**src/psc_pkg.sv**
```systemverilog
// package: constants and types for the port shutdown control block
// Functional notes
// - fast shutdown is active high, deglitched
// - qualified shutdown turns off priority-selected ports
// - eight priority levels; one- or three-bit encoding
// - reset input off all ports, registers reset
// - reset input deglitched; separate power-on reset
// - fault timer runs above cut; expiry shuts port
// - count down at 1/16; re-enable waits zero
// - semiauto: discharge port, wait 400 ms backoff
// - interrupt pin low while any status bit and its mask bit are set
// - gate low on supply low, timeout, shutdown
// - 14-bit measurements; 100 ms window average of one selected port's current
// - selectable 8- or 16-bit register access
package psc_pkg;
  // clock and timing figures
  localparam int CLK_MHZ         = 200;
  localparam int DEGLITCH_NS     = 1000;  // least pulse length accepted
  localparam int DEGLITCH_CYC    = (DEGLITCH_NS * CLK_MHZ + 999) / 1000;
  localparam int BACKOFF_MS      = 400;
  localparam int BACKOFF_CYC     = BACKOFF_MS * 1000 * CLK_MHZ;
  localparam int AVG_MS          = 100;
  localparam int AVG_CYC         = AVG_MS * 1000 * CLK_MHZ;
  localparam int NPORT           = 8;
  localparam int MEAS_W          = 14;
  localparam int FT_W            = 16;    // fault timer width
  localparam int DOWN_DIV        = 16;    // down rate divider
  // default fault limits in timer ticks (tick = one clock)
  localparam logic [FT_W-1:0] OVLD_LIM_RST  = 16'h1000;
  localparam logic [FT_W-1:0] START_LIM_RST = 16'h2000;
  // register byte offsets
  localparam logic [7:0] REG_STAT     = 8'h00; // sticky events, rc
  localparam logic [7:0] REG_MASK     = 8'h04; // interrupt mask
  localparam logic [7:0] REG_PRIO     = 8'h08; // 3 bits per port
  localparam logic [7:0] REG_CTRL     = 8'h0c; // enables / modes
  localparam logic [7:0] REG_PSTAT    = 8'h10; // port on/fault
  localparam logic [7:0] REG_CUT      = 8'h14; // cut threshold
  localparam logic [7:0] REG_LIMS     = 8'h18; // ovld/start limits
  localparam logic [7:0] REG_AVG      = 8'h1c; // avg current sel port
  localparam logic [7:0] REG_PWR_EN   = 8'h20; // write: power enable
  localparam logic [7:0] REG_PRST     = 8'h24; // write: port reset
  // reset values
  localparam logic [31:0] MASK_RST    = 32'h0000_0000;
  localparam logic [23:0] PRIO_RST    = 24'h00_0000;
  localparam logic [13:0] CUT_RST     = 14'h0400;
  // ctrl bit positions
  localparam int CTL_SEMIAUTO = 0;    // per-port semiauto mode bits 7:0
  localparam int CTL_ENC3     = 8;    // 1 = three-bit shutdown code
  localparam int CTL_ACC16    = 9;    // 1 = 16-bit access mode
  localparam int CTL_AVGSEL   = 12;   // bits 14:12 averaged port
  // status bit groups: fault[7:0], shutdown[15:8], backoff done[23:16]
  localparam int ST_FAULT = 0;
  localparam int ST_SHDN  = 8;
  localparam int ST_BOFF  = 16;
  // axi responses
  localparam logic [1:0] RESP_OKAY   = 2'h0;
  localparam logic [1:0] RESP_SLVERR = 2'h2;
  // per-port control states
  typedef enum logic [3:0] {
    PS_OFF  = 4'h1,   // off, may be enabled
    PS_BOFF = 4'h2,   // discharge backoff before detection
    PS_INR  = 4'h4,   // on, inrush limit applies
    PS_ON   = 4'h8    // on, overload limit applies
  } psc_pstate_t;
endpackage : psc_pkg

```
**src/psc_deglitch.sv**
```systemverilog
// module: two-flop synchroniser plus glitch filter for a pin
`timescale 1ns/1ps
module psc_deglitch #(
  parameter int CYC = 200,              // cycles a level must hold
  parameter bit RST_VAL = 1'b0          // filtered value after reset
) (
  input  wire logic clk_sys_i,
  input  wire logic rst_n_i,            // power-on reset only
  input  wire logic pin_i,              // raw asynchronous pin
  output logic      level_o             // filtered level
);
  import psc_pkg::*;
  typedef struct packed {
    logic        s1;       // first sync stage
    logic        s2;       // second sync stage
    logic [15:0] cnt;      // stability counter
    logic        lvl;      // filtered output
  } psc_dg_t;
  psc_dg_t st, next_st;
  // count while the synced level differs from the output
  always_comb begin
    next_st    = st;
    next_st.s1 = pin_i;
    next_st.s2 = st.s1;
    if (st.s2 == st.lvl) begin
      next_st.cnt = 16'h0000;
    end else if (st.cnt >= 16'(CYC - 1)) begin
      next_st.lvl = st.s2;                            // stable long enough
      next_st.cnt = 16'h0000;
    end else begin
      next_st.cnt = st.cnt + 16'h0001;
    end
  end
  // state register
  always_ff @(posedge clk_sys_i) begin
    if (!rst_n_i) begin
      st <= '{s1: RST_VAL, s2: RST_VAL, cnt: 16'h0000, lvl: RST_VAL};
    end else begin
      st <= next_st;
    end
  end
  assign level_o = st.lvl;
  // a change of the output follows the synced level of the cycle before
  a_dg_hold: assert property (@(posedge clk_sys_i)
    disable iff (!rst_n_i)
    $changed(st.lvl) |-> $past(st.s2, 1) == st.lvl)
    else $error("filter output moved without stable input");
endmodule : psc_deglitch

```
**src/psc_port_ctrl.sv**
```systemverilog
// module: eight-port shutdown, fault timer and interrupt logic
`timescale 1ns/1ps
module psc_port_ctrl #(
  parameter int BACKOFF_CYCLES = psc_pkg::BACKOFF_CYC, // shorten in sim
  parameter int AVG_CYCLES     = psc_pkg::AVG_CYC      // shorten in sim
) (
  input  wire logic                    clk_sys_i,
  input  wire logic                    rst_n_i,      // power-on reset
  // axi4-lite slave
  input  wire logic [7:0]              s_axi_awaddr,
  input  wire logic                    s_axi_awvalid,
  output logic                         s_axi_awready,
  input  wire logic [31:0]             s_axi_wdata,
  input  wire logic [3:0]              s_axi_wstrb,
  input  wire logic                    s_axi_wvalid,
  output logic                         s_axi_wready,
  output logic [1:0]                   s_axi_bresp,
  output logic                         s_axi_bvalid,
  input  wire logic                    s_axi_bready,
  input  wire logic [7:0]              s_axi_araddr,
  input  wire logic                    s_axi_arvalid,
  output logic                         s_axi_arready,
  output logic [31:0]                  s_axi_rdata,
  output logic [1:0]                   s_axi_rresp,
  output logic                         s_axi_rvalid,
  input  wire logic                    s_axi_rready,
  // pins
  input  wire logic [2:0]              fast_shutdown_input_i, // bit0 1-bit
  input  wire logic                    ext_reset_n_i,  // device reset pin
  input  wire logic                    supply_ok_i,    // all supplies up
  input  wire logic [psc_pkg::NPORT-1:0] over_cut_i,   // current > cut
  input  wire logic [psc_pkg::NPORT-1:0] port_hv_i,    // port > 2.5 V
  input  wire logic [psc_pkg::NPORT*psc_pkg::MEAS_W-1:0] port_current_i,
  output logic [psc_pkg::NPORT-1:0]    port_gate_drive_o,
  output logic [psc_pkg::NPORT-1:0]    discharge_en_o, // 100k switch
  output logic [psc_pkg::NPORT-1:0]    detect_start_o, // pulse
  output logic                         int_oe_o        // drives int low
);
  import psc_pkg::*;

  // whole state of the block except the pin filters
  typedef struct packed {
    logic [NPORT-1:0][3:0]      pst;     // port state codes
    logic [NPORT-1:0][FT_W-1:0] ft;      // fault timers
    logic [NPORT-1:0][3:0]      dn;      // down-count prescale
    logic [NPORT-1:0][31:0]     bo;      // backoff counters
    logic [31:0]                stat;    // sticky events
    logic [31:0]                mask;
    logic [23:0]                prio;    // 3 bits per port
    logic [15:0]                ctrl;
    logic [13:0]                cut;
    logic [FT_W-1:0]            ovld;
    logic [FT_W-1:0]            start;
    logic [31:0]                acc;     // running current sum
    logic [31:0]                win;     // window counter
    logic [MEAS_W-1:0]          avg;     // last window average
    logic                       aw_ok, w_ok;
    logic [7:0]                 awa;
    logic [31:0]                wd;
    logic [3:0]                 ws;      // captured write strobes
    logic                       bv, rv, arr;
    logic [1:0]                 br, rr;
    logic [31:0]                rd;
    logic [NPORT-1:0]           gate, dis, det;
    logic                       intr;
  } psc_st_t;
  psc_st_t st, next_st;

  logic rst_pin_n;    // deglitched reset pin
  logic [2:0] sd_lvl; // deglitched shutdown code
  logic rd_any_stat;  // access that may drop the interrupt

  // reset pin filter, idle high
  psc_deglitch #(.CYC(DEGLITCH_CYC), .RST_VAL(1'b1)) u_rst_dg (
    .clk_sys_i (clk_sys_i),
    .rst_n_i   (rst_n_i),
    .pin_i     (ext_reset_n_i),
    .level_o   (rst_pin_n)
  );
  // shutdown code filters, idle low
  genvar g;
  generate
    for (g = 0; g < 3; g++) begin : g_sd
      psc_deglitch #(.CYC(DEGLITCH_CYC), .RST_VAL(1'b0)) u_sd (
        .clk_sys_i (clk_sys_i),
        .rst_n_i   (rst_n_i),
        .pin_i     (fast_shutdown_input_i[g]),
        .level_o   (sd_lvl[g])
      );
    end
  endgenerate

  // does a shutdown of code lvl hit a port with priority p
  function automatic logic sd_hits(input logic enc3, input logic [2:0] lvl,
                                   input logic [2:0] p);
    // three-bit code: ports at priority >= code go off (0 = none)
    if (enc3) sd_hits = (lvl != 3'h0) && (p >= lvl);
    else      sd_hits = lvl[0] && (p != 3'h0);
  endfunction : sd_hits

  function automatic logic hit_addr(input logic [7:0] a);
    hit_addr = (a == REG_STAT) || (a == REG_MASK) || (a == REG_PRIO) ||
               (a == REG_CTRL) || (a == REG_PSTAT) || (a == REG_CUT) ||
               (a == REG_LIMS) || (a == REG_AVG) || (a == REG_PWR_EN) ||
               (a == REG_PRST);
  endfunction : hit_addr

  // byte-lane merge; 8-bit access mode narrows writes to lane 0
  function automatic logic [31:0] merge(input logic [31:0] old,
      input logic [31:0] d, input logic [3:0] s, input logic acc16);
    merge = old;
    for (int i = 0; i < 4; i++) begin
      if (s[i] && (acc16 || i == 0)) merge[i*8 +: 8] = d[i*8 +: 8];
    end
  endfunction : merge

  logic       sd_now;     // a qualified shutdown is present
  logic [31:0] pstat_v;   // port state view for reads
  always_comb begin
    sd_now = (st.ctrl[CTL_ENC3] ? (sd_lvl != 3'h0) : sd_lvl[0]);
    for (int i = 0; i < NPORT; i++) begin
      pstat_v[i]     = st.gate[i];
      pstat_v[i + 8] = (st.ft[i] != '0);
      pstat_v[i + 16] = st.pst[i] == PS_BOFF;
      pstat_v[i + 24] = 1'b0;
    end
  end

  // main next-state process
  always_comb begin
    logic        wr_go, rd_go;
    logic [31:0] wv;
    logic [NPORT-1:0] pen, prst;
    logic [MEAS_W-1:0] cur;
    next_st = st;
    pen = '0;
    prst = '0;
    wv = '0;
    cur = '0;
    wr_go = 1'b0;
    rd_go = 1'b0;
    // axi write channel capture, either order
    next_st.awa  = st.awa;
    if (s_axi_awvalid && !st.aw_ok) begin
      next_st.aw_ok = 1'b1;
      next_st.awa   = s_axi_awaddr;
    end
    if (s_axi_wvalid && !st.w_ok) begin
      next_st.w_ok = 1'b1;
      next_st.wd   = s_axi_wdata;
      next_st.ws   = s_axi_wstrb;
      next_st.br   = {2{1'b0}};
    end
    wr_go = st.aw_ok && st.w_ok && !st.bv;
    if (wr_go) begin
      // single write per response keeps ordering trivial
      next_st.aw_ok = 1'b0;
      next_st.w_ok  = 1'b0;
      next_st.bv    = 1'b1;
      next_st.br    = hit_addr(st.awa) ? RESP_OKAY : RESP_SLVERR;
      unique case (st.awa)
        REG_MASK: next_st.mask = merge(st.mask, st.wd, st.ws,
                                       st.ctrl[CTL_ACC16]);
        REG_PRIO: begin
          wv = merge({8'h00, st.prio}, st.wd, st.ws, st.ctrl[CTL_ACC16]);
          next_st.prio = wv[23:0];
        end
        REG_CTRL: begin
          wv = merge({16'h0000, st.ctrl}, st.wd, st.ws, 1'b1);
          next_st.ctrl = wv[15:0];
        end
        REG_CUT:    next_st.cut = st.wd[13:0];
        REG_LIMS: begin
          next_st.ovld  = st.wd[15:0];
          next_st.start = st.wd[31:16];
        end
        REG_PWR_EN: pen  = st.wd[7:0];
        REG_PRST:   prst = st.wd[7:0];
        default: ;
      endcase
    end
    if (st.bv && s_axi_bready) next_st.bv = 1'b0;
    // read channel
    rd_go = s_axi_arvalid && !st.rv && !st.arr;
    next_st.arr = rd_go;
    if (rd_go) begin
      next_st.rv = 1'b1;
      next_st.rr = hit_addr(s_axi_araddr) ? RESP_OKAY : RESP_SLVERR;
      unique case (s_axi_araddr)
        REG_STAT:  next_st.rd = st.stat;
        REG_MASK:  next_st.rd = st.mask;
        REG_PRIO:  next_st.rd = {8'h00, st.prio};
        REG_CTRL:  next_st.rd = {16'h0000, st.ctrl};
        REG_PSTAT: next_st.rd = pstat_v;
        REG_CUT:   next_st.rd = {18'h00000, st.cut};
        REG_LIMS:  next_st.rd = {st.start, st.ovld};
        REG_AVG:   next_st.rd = {18'h00000, st.avg};
        default:   next_st.rd = 32'h0000_0000;
      endcase
      if (s_axi_araddr == REG_STAT) next_st.stat = 32'h0000_0000;
    end
    if (st.rv && s_axi_rready) next_st.rv = 1'b0;
    // block average of the selected port, one result per window
    cur = port_current_i[st.ctrl[CTL_AVGSEL +: 3]*MEAS_W +: MEAS_W];
    if (st.win >= 32'(AVG_CYCLES - 1)) begin
      next_st.win = 32'h0000_0000;
      next_st.avg = MEAS_W'(st.acc / 32'(AVG_CYCLES));
      next_st.acc = 32'(cur);
    end else begin
      next_st.win = st.win + 32'h0000_0001;
      next_st.acc = st.acc + 32'(cur);
    end
    // per-port logic, each port independent
    next_st.det = '0;
    for (int i = 0; i < NPORT; i++) begin
      logic off_req;
      off_req = prst[i] ||
        (sd_now && sd_hits(st.ctrl[CTL_ENC3], sd_lvl,
                           st.prio[i*3 +: 3]));
      // fault timer: up while over cut, down at 1/16 rate
      if ((st.pst[i] == PS_ON || st.pst[i] == PS_INR) && over_cut_i[i]) begin
        next_st.ft[i] = st.ft[i] + 16'h0001;
        next_st.dn[i] = 4'h0;
      end else if (st.ft[i] != '0) begin
        next_st.dn[i] = st.dn[i] + 4'h1;
        if (st.dn[i] == 4'(DOWN_DIV - 1))
          next_st.ft[i] = st.ft[i] - 16'h0001;
      end
      unique case (st.pst[i])
        PS_OFF: begin
          if (pen[i] && st.ft[i] == '0 && !off_req && supply_ok_i) begin
            if (st.ctrl[CTL_SEMIAUTO + i] && port_hv_i[i]) begin
              next_st.pst[i] = PS_BOFF;
              next_st.bo[i]  = 32'h0000_0000;
            end else begin
              next_st.pst[i] = PS_INR;
            end
          end
        end
        PS_BOFF: begin
          next_st.bo[i] = st.bo[i] + 32'h0000_0001;
          if (off_req || !supply_ok_i) begin
            next_st.pst[i] = PS_OFF;
          end else if (st.bo[i] >= 32'(BACKOFF_CYCLES - 1)) begin
            next_st.pst[i] = PS_INR;
            next_st.det[i] = 1'b1;
            next_st.stat[ST_BOFF + i] = 1'b1;
          end
        end
        PS_INR, PS_ON: begin
          if (!supply_ok_i || off_req) begin
            next_st.pst[i] = PS_OFF;
            next_st.stat[ST_SHDN + i] = 1'b1;
          end else if (over_cut_i[i] &&
              st.ft[i] >= ((st.pst[i] == PS_INR) ? st.start : st.ovld)) begin
            next_st.pst[i] = PS_OFF;
            next_st.stat[ST_FAULT + i] = 1'b1;
          end else if (st.pst[i] == PS_INR && !over_cut_i[i]) begin
            next_st.pst[i] = PS_ON;
          end
        end
        default: next_st.pst[i] = PS_OFF;
      endcase
      next_st.gate[i] = (next_st.pst[i] == PS_INR ||
                         next_st.pst[i] == PS_ON);
      next_st.dis[i]  = (next_st.pst[i] == PS_BOFF);
    end
    next_st.intr = |(next_st.stat & next_st.mask);
  end

  // state register; the reset pin acts like power-on reset
  always_ff @(posedge clk_sys_i) begin
    if (!rst_n_i || !rst_pin_n) begin
      st       <= '0;
      st.pst   <= {NPORT{PS_OFF}};
      st.mask  <= MASK_RST;
      st.prio  <= PRIO_RST;
      st.cut   <= CUT_RST;
      st.ovld  <= OVLD_LIM_RST;
      st.start <= START_LIM_RST;
    end else begin
      st <= next_st;
    end
  end

  // outputs straight from flops
  assign s_axi_awready     = !st.aw_ok;
  assign s_axi_wready      = !st.w_ok;
  assign s_axi_bvalid      = st.bv;
  assign s_axi_bresp       = st.br;
  assign s_axi_arready     = st.arr;
  assign s_axi_rvalid      = st.rv;
  assign s_axi_rresp       = st.rr;
  assign s_axi_rdata       = st.rd;
  assign port_gate_drive_o = st.gate;
  assign discharge_en_o    = st.dis;
  assign detect_start_o    = st.det;
  assign int_oe_o          = st.intr;

  // checks
  // a status read clears the events, a mask write may hide them
  assign rd_any_stat = (s_axi_arvalid && !st.rv && !st.arr &&
                        s_axi_araddr == REG_STAT) ||
                       (st.aw_ok && st.w_ok && !st.bv && st.awa == REG_MASK);
  a_gate_supply: assert property (@(posedge clk_sys_i)
    disable iff (!rst_n_i || !rst_pin_n)
    !supply_ok_i |=> st.gate == '0)
    else $error("gate on while supply low");
  a_int_level: assert property (@(posedge clk_sys_i)
    disable iff (!rst_n_i || !rst_pin_n)
    |(st.stat & st.mask) |=> int_oe_o || $past(rd_any_stat))
    else $error("interrupt not asserted");
  // port 2 carries the fault scenario; a shutdown may win the race
  a_fault_off: assert property (@(posedge clk_sys_i)
    disable iff (!rst_n_i || !rst_pin_n)
    (st.gate[2] && over_cut_i[2] &&
     st.ft[2] >= ((st.pst[2] == PS_INR) ? st.start : st.ovld))
    |=> !st.gate[2] && (st.stat[ST_FAULT + 2] || st.stat[ST_SHDN + 2]))
    else $error("overload did not shut port");
  a_reenable_zero: assert property (@(posedge clk_sys_i)
    disable iff (!rst_n_i || !rst_pin_n)
    $rose(st.gate[2]) |-> $past(st.ft[2]) == '0)
    else $error("port enabled with nonzero timer");
  // off port: the timer only moves on every sixteenth cycle
  a_down_rate: assert property (@(posedge clk_sys_i)
    disable iff (!rst_n_i || !rst_pin_n)
    (st.ft[2] != '0 && !st.gate[2] && st.dn[2] != 4'(DOWN_DIV - 1))
    |=> st.ft[2] == $past(st.ft[2]))
    else $error("timer fell too fast");
  a_sd_off: assert property (@(posedge clk_sys_i)
    disable iff (!rst_n_i || !rst_pin_n)
    (sd_now && !st.ctrl[CTL_ENC3] && st.prio[5:3] != 3'h0)
    |=> !st.gate[1])
    else $error("shutdown left port on");
  a_boff_dis: assert property (@(posedge clk_sys_i)
    disable iff (!rst_n_i || !rst_pin_n)
    st.pst[3] == PS_BOFF |-> discharge_en_o[3] && !st.gate[3])
    else $error("backoff without discharge");
  a_reset_off: assert property (@(posedge clk_sys_i)
    !rst_pin_n |=> port_gate_drive_o == '0)
    else $error("ports on during reset");
  c_fault: cover property (@(posedge clk_sys_i)
    $rose(st.stat[ST_FAULT + 2]));
  c_sd: cover property (@(posedge clk_sys_i) $fell(st.gate[0]) && sd_now);
  c_boff: cover property (@(posedge clk_sys_i) $rose(detect_start_o[3]));
endmodule : psc_port_ctrl

```
**config.mk**
```make
export PLATFORM = sky130hd
export DESIGN_NAME = psc_port_ctrl
export DESIGN_NICKNAME = d
export VERILOG_FILES = /design/src/psc_pkg.sv /design/src/psc_deglitch.sv /design/src/psc_port_ctrl.sv
export SDC_FILE = /design/constraint.sdc
export NUM_CORES = 2
export LEC_CHECK = 0
export BUFFER_PORTS_ARGS = -buffer_cell sky130_fd_sc_hd__buf_2
export CAP_MARGIN = 15
export CORE_UTILIZATION = 40
export DETAILED_ROUTE_END_ITERATION = 10
export GPL_ROUTABILITY_DRIVEN = 0
export PLACE_DENSITY = 0.68
export SKIP_LAST_GASP = 1
export SLEW_MARGIN = 25
export SYNTH_ARGS = -nofsm -noshare
export SYNTH_HDL_FRONTEND = slang
export SYNTH_SLANG_ARGS = --single-unit
```
**constraint.sdc**
```tcl
create_clock -name clk_sys_i -period 11.6 [get_ports clk_sys_i]
set_clock_uncertainty 0.1 [all_clocks]
set_input_delay 1.16 -clock clk_sys_i [delete_from_list [all_inputs] [get_ports clk_sys_i]]
set_output_delay 1.16 -clock clk_sys_i [all_outputs]
set_load 0.05 [all_outputs]
```
==> impl_results.md <==
- Syn_area_per_cell: ~8.3 um2
- Die ar.: around 130000 um2
- Highest-count cells in the layout ignoring fill and taps: 848 x dfxtp_1, 811 x nor2_1, 515 x nand2_1, 471 x a21oi_1, 311 x mux2i_1
- Worst Setup Start Kind: flop
- CP bufs+invs: 2
- Worst IR Drop VDD: roughly 110 uV
- Top cells by area, synth: dfxtp_1 34%, ha_1 7.4%, mux2i_1 6.2%
- # H-tree levels: 3
- Cell taking the most area after synthesis: dfxtp_1
- Yosys reg bits: ~850
- # IOs: 258
- Setup crit end: st[110]
- Chip Height: around 360 um
- Synth Warn #: 0
- Fin nets: approximately 6700
- Placed insts: between 7000 and 8000
- Hold crit path type: flop to flop
- Drt first-iter violations: ~4300
- CP startpoint: st[170]
- # fillers: approximately 12000
- Worst Path Arrival: roughly 11 ns
- DIE WIDTH: 356 um
- Post-Syn Instances: 6015
- PwrDens: around 110 nW/um2
- Layout area overhead: 12.0%
- CP endpoint kind: flop
- Core area: between 100000 and 150000 um2
- Relative slew slack: 0.268
- Sequential fraction of the synthesis area: 0.340
- Post-Syn Area: 50200 um2
- CTS tree: done
- P_leak: 21.5 nW
- R2R Path Start: st[170]
- Clock Tree Root: clkbuf_16
- Min-delay src: u_rst_dg.next_st[17]
- Fmax: around 90 MHz
- Initial core utilization: 0.405
- Number of distinct library cells after synthesis: 120
- Commonest non-fill, non-tap cell in the layout: dfxtp_1
- Vias: between 40000 and 50000
- Gates resized, CTS repair: 0
- Async S/R FF share, synth: 0
- Reg clk slew, reported paths: around 0.06 ns
- Longest Clk Path Bufs: 3
- Share of post-route cells with drive strength above 1: 0.104
- Tightest Pin Transition: 1.09 ns
- Internal reg-to-reg setup slack: between 0.7 and 0.8 ns
- Number of cell rows: 129
- Final Cycle Share: 0.933
- Antenna-violating nets left: 0
- Final WS setup: just under 0.8 ns
- Skew-Pair Late Insertion Delay: 0.72 ns
- I/O Buffers: 255
- Finish-stage setup viols: 0
- Post-route DRC: slightly below 60
- Vias/cell: 5.68
- Design Area, Final: between 50000 and 60000 um2
- Postcts setup bufs: 0
- CP required: ~12 ns
- RSZ-0062 raised after global routing: no
- Total GRT Usage: 0.231
- Placed inst area: about 53000 um2
- Initial antenna violation count: 15
- Post-layout util: 0.453
- Drt pass-1 iters: 10
- CTS buffer count: 95
- Cell family with most CP delay: compound AO/OA/AOI/OAI gates
- Status: finished with violations
- WS Path Type: flop to flop
- R2R depth: 29
- Congestion Overflow GR: 0
- Main synth FF type: dfxtp_1
- Final TNS setup: 0 ns
- Largest net degree at the start of global routing: 200
- Stages on worst setup path: 29
- Largest stage delay on the critical path: about 0.80 ns
- First-pass GRT wire length: approximately 230 mm
- Worst path slowest cell: dfxtp_1
- Share of the synthesized area in the top cell type: 0.340
- Period minus WS final: 10.82 ns
- Number of max-cap violations: 0
- Crit Path Max Fanout: 23
- Clock Sinks: approximately 850
- EDFF count, synth: 0
- Hold Buf Count CTS: 0
- DR WL/cell: 19.0 um
- Non-Filler Instances: ~7900
- Vias in the first global route: ~42000
- Post-Route WL: approximately 150 mm
- Slew Viols, Final: 0
- Pre-CTS setup slack: roughly 0.57 ns
- Failing checks: DRC
- FF-to-FF End: st[110]
- DP HPWL: between 100 and 150 mm
- Hold Violations, Final: 0
-- layer usage --
| metal | track usage | wire [um] |
|---|---|---|
| met1 | 0.299 | 63400 |
| met2 | 0.371 | 66500 |
| met3 | 0.0545 | 14300 |
| met4 | 0.0868 | 5710 |
| met5 | 0 | 75 |
-- cell families (layout without fill, tap and decap cells) --
logic type / after synthesis / count (layout) / synth area share
buf+inv: 488 / 664 / 0.0418
xor+xnor: 496 / 496 / 0.0870
fa+ha+maj: 310 / 310 / 0.0785
simple gates: 2297 / 2297 / 0.216
other cells: 1 / 44 / 0.0000747
compound gates: 1190 / 1190 / 0.153
flops: 854 / 854 / 0.340
mux: 379 / 379 / 0.0836
-- power breakdown --
part | total [mW] | switching [mW] | internal (mW) | leakage (nW)
combinational | 0.225 | 0.151 | 0.0736 | 13.0
clock | 3.20 | 1.30 | 1.90 | 1.64
sequential | 2.99 | 0.0334 | 2.96 | 6.91
total | 6.41 | 1.48 | 4.93 | 21.5
-- cell usage after synthesis, drive strengths merged (93+ instances only) --
library cell,instances
dfxtp,854
nor2,821
nand2,522
a21oi,475
mux2i,311
ha,299
xnor2,263
xor2,233
nand3,202
clkbuf,201
o21ai,176
inv,171
buf,114
nand4,110
nor3,104
nand2b,93
-- worst min path at each step --
stage,end,slack (ns),depth (start not counted)
floorplan,u_rst_dg.st[17],0.29,1
global placement,u_rst_dg.st[17],0.30,1
detailed placement,u_rst_dg.st[17],0.29,1
CTS,u_rst_dg.st[17],0.31,1
global route,u_rst_dg.st[17],0.35,1
finish,u_rst_dg.st[17],0.31,1
-- layout make-up --
cell class | instances | area (um2) | share of cell area
clock buffers | 121 | 2640 | 0.0469
well taps | 1637 | 2050 | 0.0364
multi-input cells | 4713 | 31400 | 0.558
clock inverters | 54 | 682 | 0.0121
flip-flops and latches | 854 | 17100 | 0.304
repair buffers | 316 | 1740 | 0.0310
diodes | 3 | 7.51 | 0.000133
inverters | 173 | 649 | 0.0115
-- state kept, by name, summed over array words and instances (netlist names) --
register and cells:
s_axi_rresp 1, g_sd.u_sd.level_o 3, u_rst_dg.level_o 1, g_sd.u_sd.next_st 3, s_axi_rdata 32, s_axi_rvalid 1, u_rst_dg.st 17, detect_start_o 8
int_oe_o 1, port_gate_drive_o 8, st 716, s_axi_bvalid 1, g_sd.u_sd.st 51, s_axi_arready 1, discharge_en_o 8, s_axi_bresp 1
u_rst_dg.next_st 1
-- metrics by stage --
step	total power [mW]	hold slack (ns)
finish	6.41	0.306
detailed placement	3.28	0.294
global route	6.62	0.347
CTS	6.47	0.308
global placement	3.27	0.298
floorplan	3.17	0.286
Note: power is estimated with default switching activity, not from simulation.
